[config.mk]
export PLATFORM = sky130hd
export DESIGN_NAME = sgisre_top
export DESIGN_NICKNAME = d
export VERILOG_FILES = /design/src/sgisre_pkg.sv /design/src/sgisre_top.sv
export SDC_FILE = /design/constraint.sdc
export NUM_CORES = 1
export LEC_CHECK = 0
export ABC_CLOCK_PERIOD_IN_PS = 1400
export BUFFER_PORTS_ARGS = -buffer_cell sky130_fd_sc_hd__buf_2
export CORE_ASPECT_RATIO = 1.1
export CORE_MARGIN = 1.5
export CORE_UTILIZATION = 37
export DETAILED_ROUTE_END_ITERATION = 8
export PLACE_DENSITY_LB_ADDON = 0.08
export SLEW_MARGIN = 15
export SYNTH_ARGS = -nofsm -noshare
export SYNTH_HDL_FRONTEND = slang
export SYNTH_SLANG_ARGS = --single-unit
[constraint.sdc]
create_clock -name i_mclk -period 1.4 [get_ports i_mclk]
set_input_delay 0.28 -clock i_mclk [delete_from_list [all_inputs] [get_ports i_mclk]]
set_output_delay 0.28 -clock i_mclk [all_outputs]
set_load 0.01 [all_outputs]
[src/sgisre_pkg.sv]
// package for the cpu-interface generate and interface-enable registers
// assumes one core clock, synchronous active-low reset
// Function
// - group1 generate register is 64-bit write-only; each write not undefined or trapped requests interrupts
// - interrupt identifier comes from bits 27:24 of the written value
// - affinity path from bits 55:48, 39:32 and 23:16
// - bit 40 zero targets affinity plus mask, one broadcasts excluding self
// - target mask bit n selects element with level-0 affinity n
// - non-secure level-1 writes trap to hypervisor on route overrides or either trap bit (common-register or group1/2)
// - monitor routing fiq and irq traps secure level-1 and level-2 writes
// - enable bit zero makes level-1 generate writes undefined
// - enable register is 32 bits; bits 31:3 read zero
// - bit 2 disables irq bypass when one
// - bit 1 disables fiq bypass when one
// - without a bypass path the disable bit reads one, ignores writes
// - writable enable and bypass bits reset to zero
// - bypass bits alias monitor or hypervisor copy, read-only or read-write
// - enable zero makes level-1 access to other interface registers undefined
// - virtual accesses to enable bit use the virtual enable field
// - system-register-only interface makes enable read one, ignore writes
// - level-1 enable access traps to monitor or hypervisor on zero enables
package sgisre_pkg;
   localparam int SGI_INTERRUPT_IDENTIFIER_LSB = 24;
   localparam int SGI_AFFINITY_LEVEL1_LSB  = 16;
   localparam int SGI_AFFINITY_LEVEL2_LSB  = 32;
   localparam int SGI_AFFINITY_LEVEL3_LSB  = 48;
   localparam int SGI_IRM_BIT   = 40;
   localparam int SRE_EN_BIT    = 0;
   localparam int SRE_DFB_BIT   = 1;
   localparam int SRE_DIB_BIT   = 2;
   localparam logic [31:0] SRE_RESET = 32'h0000_0000;
   localparam logic        BIT_RESET = 1'b0;

   typedef enum logic [1:0] {EL0, EL1, EL2, EL3} sgisre_el_e;

   typedef enum logic [2:0] {
      SGISRE_OK, SGISRE_UNDEF, SGISRE_TRAP_HYP, SGISRE_TRAP_MON, SGISRE_VIRT
   } sgisre_res_e;

   // system state controlling traps and aliasing
   typedef struct packed {
      logic       el3_present;
      logic       el2_present;
      logic       single_security_flag;
      logic       secure;
      sgisre_el_e el;
      logic       hyp_fiq_route_override;
      logic       hyp_irq_route_override;
      logic       hyp_trap_group12;
      logic       hyp_common_reg_trap;
      logic       monitor_fiq_route;
      logic       monitor_irq_route;
      logic       monitor_level_enable;
      logic       hyp_level_enable;
      logic       mon_irq_bypass_disable;
      logic       mon_fiq_bypass_disable;
      logic       hyp_irq_bypass_disable;
      logic       hyp_fiq_bypass_disable;
   } sgisre_ctx_s;

   // request forwarded to the distributor
   typedef struct packed {
      logic [3:0]  interrupt_identifier;
      logic        routing_mode_bit;
      logic [7:0]  affinity_level3;
      logic [7:0]  affinity_level2;
      logic [7:0]  affinity_level1;
      logic [15:0] target_pe_mask;
      logic        secure;
   } sgisre_req_s;
endpackage : sgisre_pkg

[src/sgisre_top.sv]
// generate-register write path and interface-enable register
// assumes the core presents one access per cycle with context alongside
module sgisre_top
   import sgisre_pkg::*;
#(
   parameter bit HAS_IRQ_BYPASS = 1'b1,
   parameter bit HAS_FIQ_BYPASS = 1'b1,
   parameter bit SYSREG_ONLY    = 1'b0
)(
   // clock and reset
   input  wire logic        i_mclk,
   input  wire logic        i_reset_n,
   // core access
   input  wire logic        i_sgi_wr,
   input  wire logic [63:0] i_sgi_wdata,
   input  wire logic        i_sre_wr,
   input  wire logic        i_sre_rd,
   input  wire logic [31:0] i_sre_wdata,
   input  wire logic        i_other_acc,
   input  wire logic        i_virtual,
   input  wire logic        i_virt_enable,
   input  wire sgisre_ctx_s i_ctx,
   // core answer
   output logic             o_done,
   output sgisre_res_e      o_result,
   output logic [31:0]      o_sre_rdata,
   output logic             o_virt_enable_wr,
   output logic             o_virt_enable_val,
   output logic             o_interface_enable,
   output logic             o_irq_bypass_disable,
   output logic             o_fiq_bypass_disable,
   // distributor request
   output logic             o_req_valid,
   output sgisre_req_s      o_req
);
   logic        en_q, en_d, dib_q, dib_d, dfb_q, dfb_d;
   logic        done_q, done_d, vw_q, vw_d, vv_q, vv_d, rv_q, rv_d;
   sgisre_res_e res_q, res_d;
   logic [31:0] rd_q, rd_d;
   sgisre_req_s req_q, req_d;
   logic        ns_el1, sec_low, mon_rw, alias_mon, en_eff, dib_eff, dfb_eff;
   sgisre_res_e sgi_res, sre_res, oth_res;

   always_comb begin
      ns_el1    = !i_ctx.secure && i_ctx.el == EL1;
      sec_low   = (i_ctx.secure && i_ctx.el == EL1) || i_ctx.el == EL2;
      alias_mon = i_ctx.el3_present && !i_ctx.single_security_flag;
      mon_rw    = i_ctx.el3_present && i_ctx.single_security_flag
                  && !i_ctx.el2_present;
      en_eff    = SYSREG_ONLY ? 1'b1 : en_q;
      dib_eff   = !HAS_IRQ_BYPASS ? 1'b1 : mon_rw ? dib_q :
                  alias_mon ? i_ctx.mon_irq_bypass_disable :
                  i_ctx.hyp_irq_bypass_disable;
      dfb_eff   = !HAS_FIQ_BYPASS ? 1'b1 : mon_rw ? dfb_q :
                  alias_mon ? i_ctx.mon_fiq_bypass_disable :
                  i_ctx.hyp_fiq_bypass_disable;
      // generate write checks, undefined first then traps
      sgi_res = SGISRE_OK;
      if (i_ctx.el == EL1 && !en_eff)
         sgi_res = SGISRE_UNDEF;
      else if (ns_el1 && (i_ctx.hyp_fiq_route_override
               || i_ctx.hyp_irq_route_override
               || i_ctx.hyp_common_reg_trap || i_ctx.hyp_trap_group12))
         sgi_res = SGISRE_TRAP_HYP;
      else if (sec_low && i_ctx.monitor_fiq_route
               && i_ctx.monitor_irq_route)
         sgi_res = SGISRE_TRAP_MON;
      sre_res = SGISRE_OK;
      if (i_virtual)
         sre_res = SGISRE_VIRT;
      else if (i_ctx.el == EL1 && !i_ctx.monitor_level_enable)
         sre_res = SGISRE_TRAP_MON;
      else if (ns_el1 && (!i_ctx.hyp_level_enable || i_ctx.hyp_trap_group12))
         sre_res = SGISRE_TRAP_HYP;
      oth_res = (i_ctx.el == EL1 && !en_eff) ? SGISRE_UNDEF
                                             : SGISRE_OK;
   end

   always_comb begin
      en_d = en_q; dib_d = dib_q; dfb_d = dfb_q;
      done_d = 1'b0; res_d = SGISRE_OK; rd_d = rd_q;
      vw_d = 1'b0; vv_d = vv_q; rv_d = 1'b0; req_d = req_q;
      if (i_sgi_wr) begin
         done_d = 1'b1;
         res_d  = sgi_res;
         if (sgi_res == SGISRE_OK) begin
            rv_d = 1'b1;
            req_d.interrupt_identifier =
               i_sgi_wdata[SGI_INTERRUPT_IDENTIFIER_LSB +: 4];
            req_d.routing_mode_bit = i_sgi_wdata[SGI_IRM_BIT];
            req_d.secure = i_ctx.secure;
            if (i_sgi_wdata[SGI_IRM_BIT]) begin
               req_d.affinity_level3 = 8'h00;
               req_d.affinity_level2 = 8'h00;
               req_d.affinity_level1 = 8'h00;
               req_d.target_pe_mask  = 16'h0000;
            end else begin
               req_d.affinity_level3 = i_sgi_wdata[SGI_AFFINITY_LEVEL3_LSB +: 8];
               req_d.affinity_level2 = i_sgi_wdata[SGI_AFFINITY_LEVEL2_LSB +: 8];
               req_d.affinity_level1 =
                  i_sgi_wdata[SGI_AFFINITY_LEVEL1_LSB +: 8];
               req_d.target_pe_mask = i_sgi_wdata[15:0];
            end
         end
      end else if (i_sre_wr || i_sre_rd) begin
         done_d = 1'b1;
         res_d  = sre_res;
         if (sre_res == SGISRE_VIRT) begin
            rd_d = {31'h0000_0000, i_virt_enable};
            if (i_sre_wr) begin
               vw_d = 1'b1;
               vv_d = i_sre_wdata[SRE_EN_BIT];
            end
         end else if (sre_res == SGISRE_OK) begin
            if (i_sre_wr) begin
               if (!SYSREG_ONLY)
                  en_d = i_sre_wdata[SRE_EN_BIT];
               if (mon_rw) begin
                  dib_d = i_sre_wdata[SRE_DIB_BIT];
                  dfb_d = i_sre_wdata[SRE_DFB_BIT];
               end
            end
            rd_d = {29'h0000_0000, dib_eff, dfb_eff, en_eff};
         end
      end else if (i_other_acc) begin
         done_d = 1'b1;
         res_d  = oth_res;
      end
   end

   always_ff @(posedge i_mclk) begin
      if (!i_reset_n) begin
         en_q   <= BIT_RESET;
         dib_q  <= BIT_RESET;
         dfb_q  <= BIT_RESET;
         done_q <= 1'b0;
         res_q  <= SGISRE_OK;
         rd_q   <= SRE_RESET;
         vw_q   <= 1'b0;
         vv_q   <= 1'b0;
         rv_q   <= 1'b0;
         req_q  <= '0;
      end else begin
         en_q   <= en_d;
         dib_q  <= dib_d;
         dfb_q  <= dfb_d;
         done_q <= done_d;
         res_q  <= res_d;
         rd_q   <= rd_d;
         vw_q   <= vw_d;
         vv_q   <= vv_d;
         rv_q   <= rv_d;
         req_q  <= req_d;
      end
   end

   // mirrors of the live enable state, registered
   logic en_o_q, dib_o_q, dfb_o_q;
   always_ff @(posedge i_mclk) begin
      if (!i_reset_n) begin
         en_o_q  <= 1'b0;
         dib_o_q <= 1'b0;
         dfb_o_q <= 1'b0;
      end else begin
         en_o_q  <= SYSREG_ONLY ? 1'b1 : en_d;
         dib_o_q <= HAS_IRQ_BYPASS ? dib_d : 1'b1;
         dfb_o_q <= HAS_FIQ_BYPASS ? dfb_d : 1'b1;
      end
   end

   assign o_done               = done_q;
   assign o_result             = res_q;
   assign o_sre_rdata          = rd_q;
   assign o_virt_enable_wr     = vw_q;
   assign o_virt_enable_val    = vv_q;
   assign o_interface_enable   = en_o_q;
   assign o_irq_bypass_disable = dib_o_q;
   assign o_fiq_bypass_disable = dfb_o_q;
   assign o_req_valid          = rv_q;
   assign o_req                = req_q;
endmodule : sgisre_top

==> metrics.cfg, run 1 <==
[clock_tree]
clockBufferDepth=2
cts.repair.resized=0
cts_hold_buf=0
cts_buffers=9
clk_latency_ns=0.33
postCtsSetupRepairBufs=0
cts-root-buf=clkbuf_8
cts.sink_count=59
cts_max_level=3
cts_tree=done
path_clk_slew_ns=0.07

[pwr]
power.density_nw_per_um2=1130
vdd_drop_max_uv=476
p_leak_nw=1.89
p_int_mw=3.46
clkPwrFrac=0.458
swShare=0.231
seq_power_share=0.396
combPwrFrac=0.147
p_switching_mw=1.04

[hold_path]
hold_path.class=in -> reg
whs_path_depth=3

[synth]
synth_cells=315
yosysSeqAreaShare=0.392
synth-seq-cells=59
synthFlopType=dfxtp_1
syn_avg_cell_area_sq_um=9.57
synth_edf_count=0
synth_cell_types=41
synth_area_sq_um=3020
synthArstFlopShare=0
yosysWarnings=0

[cells_and_area]
nets=578
fillers=786
fin_cells=568
antenna_cells=0
drive_gt1_frac=0.378
area.growth.synth_to_final_pct=31.6

[worst_setup_path]
crit_buf_inv=2
path_cells=buf_4, buf_2
crit_required_ns=1.12
slowest_stage=dfxtp_1
crit_path_start_kind=flip-flop
cp_max_fo=5
crit_path_end_kind=primary output
cpPeakStageDelay_ns=0.35
cpLargestDelayFamily=flip-flops
cp_num_cells=2
crit_type=reg -> out
arrival_ns=0.94
r2r_slack_ns=0.22
ff2ff_path_depth=4

[die]
dieWidth_um=89.1
core_sq_um=7910
die_area_sq_um=8700
boundaryPins=210
die_y_um=97.7
fp-row-count=34
start_util=0.381

[sta]
setup_ws_ns=0.178
rsz0062_at_grt=false
slew_violations=0
min_period_ns=1.22
setup_tns_ns=0
skew_ns=0.00852
final-setup-viol-count=0
finalHoldViolCount=0
post-route-period-util=0.873
fmax_ghz=0.818
whs_ns=0.188

[route]
drt_iter0_drc=64
avgRoutedWirePerCell_um=12.4
wirelength_um=7020
drtPass1Iterations=4
ant_nets=0
viasPerCell=4.55
post-route-drc-count=0
num_vias=2585

[grt]
grt.total_usage=0.160
grt_max_degree=53
grt_pass1_wl_um=10800
grt_pass1_vias=2353
grt_overflow_total=0
antenna_found_initial=0

[placed_design]
globalplace.congestion=0.754
place_inst=553
post-place-ws_ns=-0.148
numPortBuffers=132
dp_hpwl_um=5150

[job]
drv_cap=0

[status]
outcome=complete, no violations

[through the flow]
| stage | cell area (sq um) | utilization | total power, mW |
|---|---|---|---|
| 2_1_floorplan | 3120 | - | 2.28 |
| 3_3_place_gp | 3710 | 0.468 | 2.48 |
| 3_5_place_dp | 3710 | 0.468 | 2.49 |
| 4_1_cts | 3970 | 0.502 | 4.58 |
| 5_1_grt | 3970 | 0.502 | 4.70 |
| 6_report | 3970 | 0.502 | 4.50 |
[registers in the layout (all words and copies together) (netlist names)]
| signal | count |
|---|---|
| o_fiq_bypass_disable | 1 |
| o_irq_bypass_disable | 1 |
| o_done | 1 |
| o_sre_rdata | 3 |
| o_result | 3 |
| o_req | 46 |
| o_virt_enable_val | 1 |
| o_virt_enable_wr | 1 |
| o_req_valid | 1 |
| o_interface_enable | 1 |
[kinds of logic after synthesis]
family	after synthesis	synth area share
buf+inv	50	0.138
simple gates	132	0.237
compound gates	22	0.0627
flops	59	0.392
other cells	1	0.00124
mux	51	0.169
[power by group through the flow]
stage	combinational, mW	sequential (mW)	clock (mW)
after floorplan	0.429	1.86	0
after global placement	0.659	1.82	0
after detailed placement	0.668	1.82	0
after CTS	0.670	1.78	2.13
after global routing	0.729	1.79	2.19
final	0.662	1.78	2.06
[layout make-up]
class	count	area, sq um	area share
clock inverter	5	125	0.0315
clock buffer	10	138	0.0347
tap	108	135	0.0340
inverter	2	7.51	0.00189
multi-input combinational	234	1520	0.384
sequential	59	1180	0.298
timing repair buffer	150	858	0.216
[worst paths after layout]
check                     start                  to
max reg2reg  o_interface_enable           o_req[17]
min             i_sgi_wdata[25]           o_req[43]
min reg2reg           o_req[21]           o_req[21]
max          o_interface_enable  o_interface_enable
[cells in the mapped netlist, types with 3 or more instances]
library cell,count,area (sq um)
nand3b_1,37,278
nand2b_1,3,18.8
buf_4,29,218
nor3_1,3,15.0
buf_12,4,80.1
dlygate4sd1_1,7,61.3
clkbuf_1,4,15.0
a21oi_1,3,15.0
nor2_1,13,48.8
dfxtp_1,59,1180
nand4b_1,3,26.3
mux2i_1,51,510
o21ai_0,3,15.0
nand2_1,63,236
[layout by cell type (no fill, tap or decap), types with 2 or more instances in the layout]
master / instances
nor2_1: 13
mux2i_1: 51
o22ai_1: 2
dfxtp_1: 59
a2111o_1: 2
nand2b_1: 3
o21ai_0: 3
conb_1: 29
buf_2: 132
buf_4: 13
nor3_1: 3
clkbuf_8: 10
buf_12: 5
nand3_1: 2
inv_1: 2
o211ai_1: 2
a21oi_1: 3
nand2_1: 63
bufinv_16: 4
nand3b_1: 37
nand4b_1: 3
[routing by layer]
layer / vias to the layer above / wire [um] / GRT usage
li1: 1301 / - / -
met1: 1168 / 3030 / 0.182
met2: 105 / 3240 / 0.257
met3: 11 / 575 / 0.0637
met4: 0 / 172 / 0.0781
met5: - / 0 / 0
[worst register-to-register path, cell delays in order (launching register included)]
cell	delay, ns
dfxtp_1	0.35
o211ai_2	0.17
nor2_8	0.16
buf_12	0.22
mux2i_1	0.22
No activity file was read; power rests on OpenSTA's default activity.
==> inputs of run 2 (changes only) <==
- REMOVE_ABC_BUFFERS: unset -> 1
==> run 2 against run 1 <==
Compared with the run above:
- maximum frequency fell by 1.3%
- die area did not move
- register-to-register slack got worse by 0.03 ns
- cell count rose by 0.35%
- core utilization fell by 0.33 points
- global-route usage fell by 0.36 points
- hold slack got worse by 0.0019 ns
- via count rose by 1.9%
- power fell by 3.5%
- sequential power barely moved
- critical path type unchanged
- largest power group unchanged
==> metrics.cfg, run 2 (synthesis results as in run 1) <==
[worst_setup_path]
path_cells=buf_4, buf_2  ; unchanged
ff2ff_path_depth=4  ; unchanged
cp_num_cells=2  ; unchanged
crit_type=reg -> out  ; unchanged
crit_required_ns=1.12  ; about the same
reg2reg_from=o_interface_enable  ; unchanged
crit_buf_inv=2  ; unchanged
r2r_slack_ns=0.19  ; was 0.22 ns
cpPeakStageDelay_ns=0.35  ; about the same
r2r-end=o_req[11]  ; was o_req[17]
cpLargestDelayFamily=flip-flops  ; unchanged
cp_max_fo=5  ; unchanged
cp-endpoint=o_interface_enable  ; unchanged
crit_path_end_kind=primary output  ; unchanged
arrival_ns=0.96  ; was 0.94 ns
startpoint=o_interface_enable  ; unchanged
slowest_stage=dfxtp_1  ; unchanged
crit_path_start_kind=flip-flop  ; unchanged

[grt]
grt_pass1_wl_um=10700  ; was 10800 um
grt_overflow_total=0  ; unchanged
grt_pass1_vias=2304  ; was 2353
grt_max_degree=46  ; was 53
grt.total_usage=0.157  ; was 0.160
antenna_found_initial=0  ; unchanged

[sta]
fmax_ghz=0.807  ; was 0.818 GHz
post-route-period-util=0.885  ; was 0.873
min_period_ns=1.24  ; was 1.22 ns
slew_violations=0  ; unchanged
rsz0062_at_grt=false  ; unchanged
finalHoldViolCount=0  ; unchanged
setup_tns_ns=0  ; unchanged
skew_ns=0.00644  ; was 0.00852 ns
final-setup-viol-count=0  ; unchanged

[route]
viasPerCell=4.62  ; was 4.55
avgRoutedWirePerCell_um=12.4  ; about the same
drtPass1Iterations=4  ; unchanged
num_vias=2633  ; was 2585
drt_iter0_drc=64  ; unchanged
ant_nets=0  ; unchanged
wirelength_um=7090  ; was 7020 um
post-route-drc-count=0  ; unchanged

[pwr]
power.density_nw_per_um2=1100  ; was 1130 nW/um^2
p_leak_nw=1.88  ; was 1.89 nW
vdd_drop_max_uv=532  ; was 476 uV

[cells_and_area]
final_common_cell=buf_2  ; unchanged
antenna_cells=0  ; unchanged
fin_cells=570  ; was 568
area.growth.synth_to_final_pct=30.7  ; was 31.6%
largest_reg_flops=46  ; unchanged
final_cell_mix=132 x buf_2, 63 x nand2_1, 59 x dfxtp_1  ; unchanged
fillers=821  ; was 786
nets=579  ; was 578
drive_gt1_frac=0.379  ; was 0.378

[die]
core_sq_um=7910  ; unchanged
die_area_sq_um=8700  ; unchanged
dieWidth_um=89.1  ; unchanged
fp-row-count=34  ; unchanged
boundaryPins=210  ; unchanged
die_y_um=97.7  ; unchanged
start_util=0.381  ; unchanged

[hold_path]
hold_path.class=in -> reg  ; unchanged
whs_path_depth=3  ; unchanged

[clock_tree]
clk_latency_ns=0.33  ; about the same
path_clk_slew_ns=0.07  ; about the same
cts.sink_count=59  ; unchanged
cts_tree=done  ; unchanged
cts_hold_buf=0  ; unchanged
cts-root-buf=clkbuf_8  ; unchanged
postCtsSetupRepairBufs=0  ; unchanged
cts_max_level=3  ; unchanged
cts.repair.resized=0  ; unchanged
clockBufferDepth=2  ; unchanged
cts_buffers=9  ; unchanged

[placed_design]
numPortBuffers=132  ; unchanged
place_inst=554  ; was 553
dp_hpwl_um=5230  ; was 5150 um
globalplace.congestion=0.746  ; was 0.754

[status]
outcome=complete, no violations  ; unchanged

[job]
drv_cap=0  ; unchanged

run 2: worst min-delay path, cell delays in order:
cell and delay [ns]:
buf_2 0.09, nand2_1 0.04, mux2i_1 0.05
run 2: worst min-delay path by stage:
stage | startpoint | to | slack, ns
floorplan | i_reset_n | o_result[1] | 0.40
CTS | i_sgi_wdata[25] | o_req[43] | 0.17
detailed placement | o_req[24] | o_req[24] | 0.44
finish | i_sre_wdata[1] | o_fiq_bypass_disable | 0.19
global placement | o_req[9] | o_req[9] | 0.44
global route | i_sre_wdata[1] | o_fiq_bypass_disable | 0.20
run 2: stage by stage:
step / utilization / instance area, sq um / worst slack (ns) / power, mW / hold slack [ns]
final: 0.498 / 3940 / 0.161 / 4.34 / 0.186
after floorplan: - / 2710 / -0.206 / 2.13 / 0.398
after global routing: 0.498 / 3940 / 0.0721 / 4.52 / 0.197
after detailed placement: 0.468 / 3700 / -0.151 / 2.48 / 0.444
after CTS: 0.498 / 3940 / 0.145 / 4.40 / 0.170
after global placement: 0.468 / 3700 / -0.118 / 2.47 / 0.439
run 2: report_power, final:
group / internal [mW] / total, mW / switching [mW]
registers: 1.75 / 1.78 / 0.0313
logic: 0.309 / 0.663 / 0.353
clock network: 1.23 / 1.90 / 0.673
total: 3.29 / 4.34 / 1.06
run 2: routing by layer:
layer	vias up	GRT usage	routed length (um)
li1	1312	-	-
met1	1215	0.203	3190
met2	97	0.243	3250
met3	9	0.0408	549
met4	0	0.0686	102
met5	-	0	0
run 2: final cells by class:
| cell class | count | area [sq um] | share of cell area |
|---|---|---|---|
| Clock buffer | 11 | 141 | 0.0359 |
| Clock inverter | 5 | 100 | 0.0254 |
| Inverter | 2 | 7.51 | 0.00190 |
| Multi-Input combinational cell | 234 | 1520 | 0.387 |
| Sequential cell | 59 | 1180 | 0.300 |
| Tap cell | 108 | 135 | 0.0343 |
| Timing Repair Buffer | 151 | 853 | 0.216 |
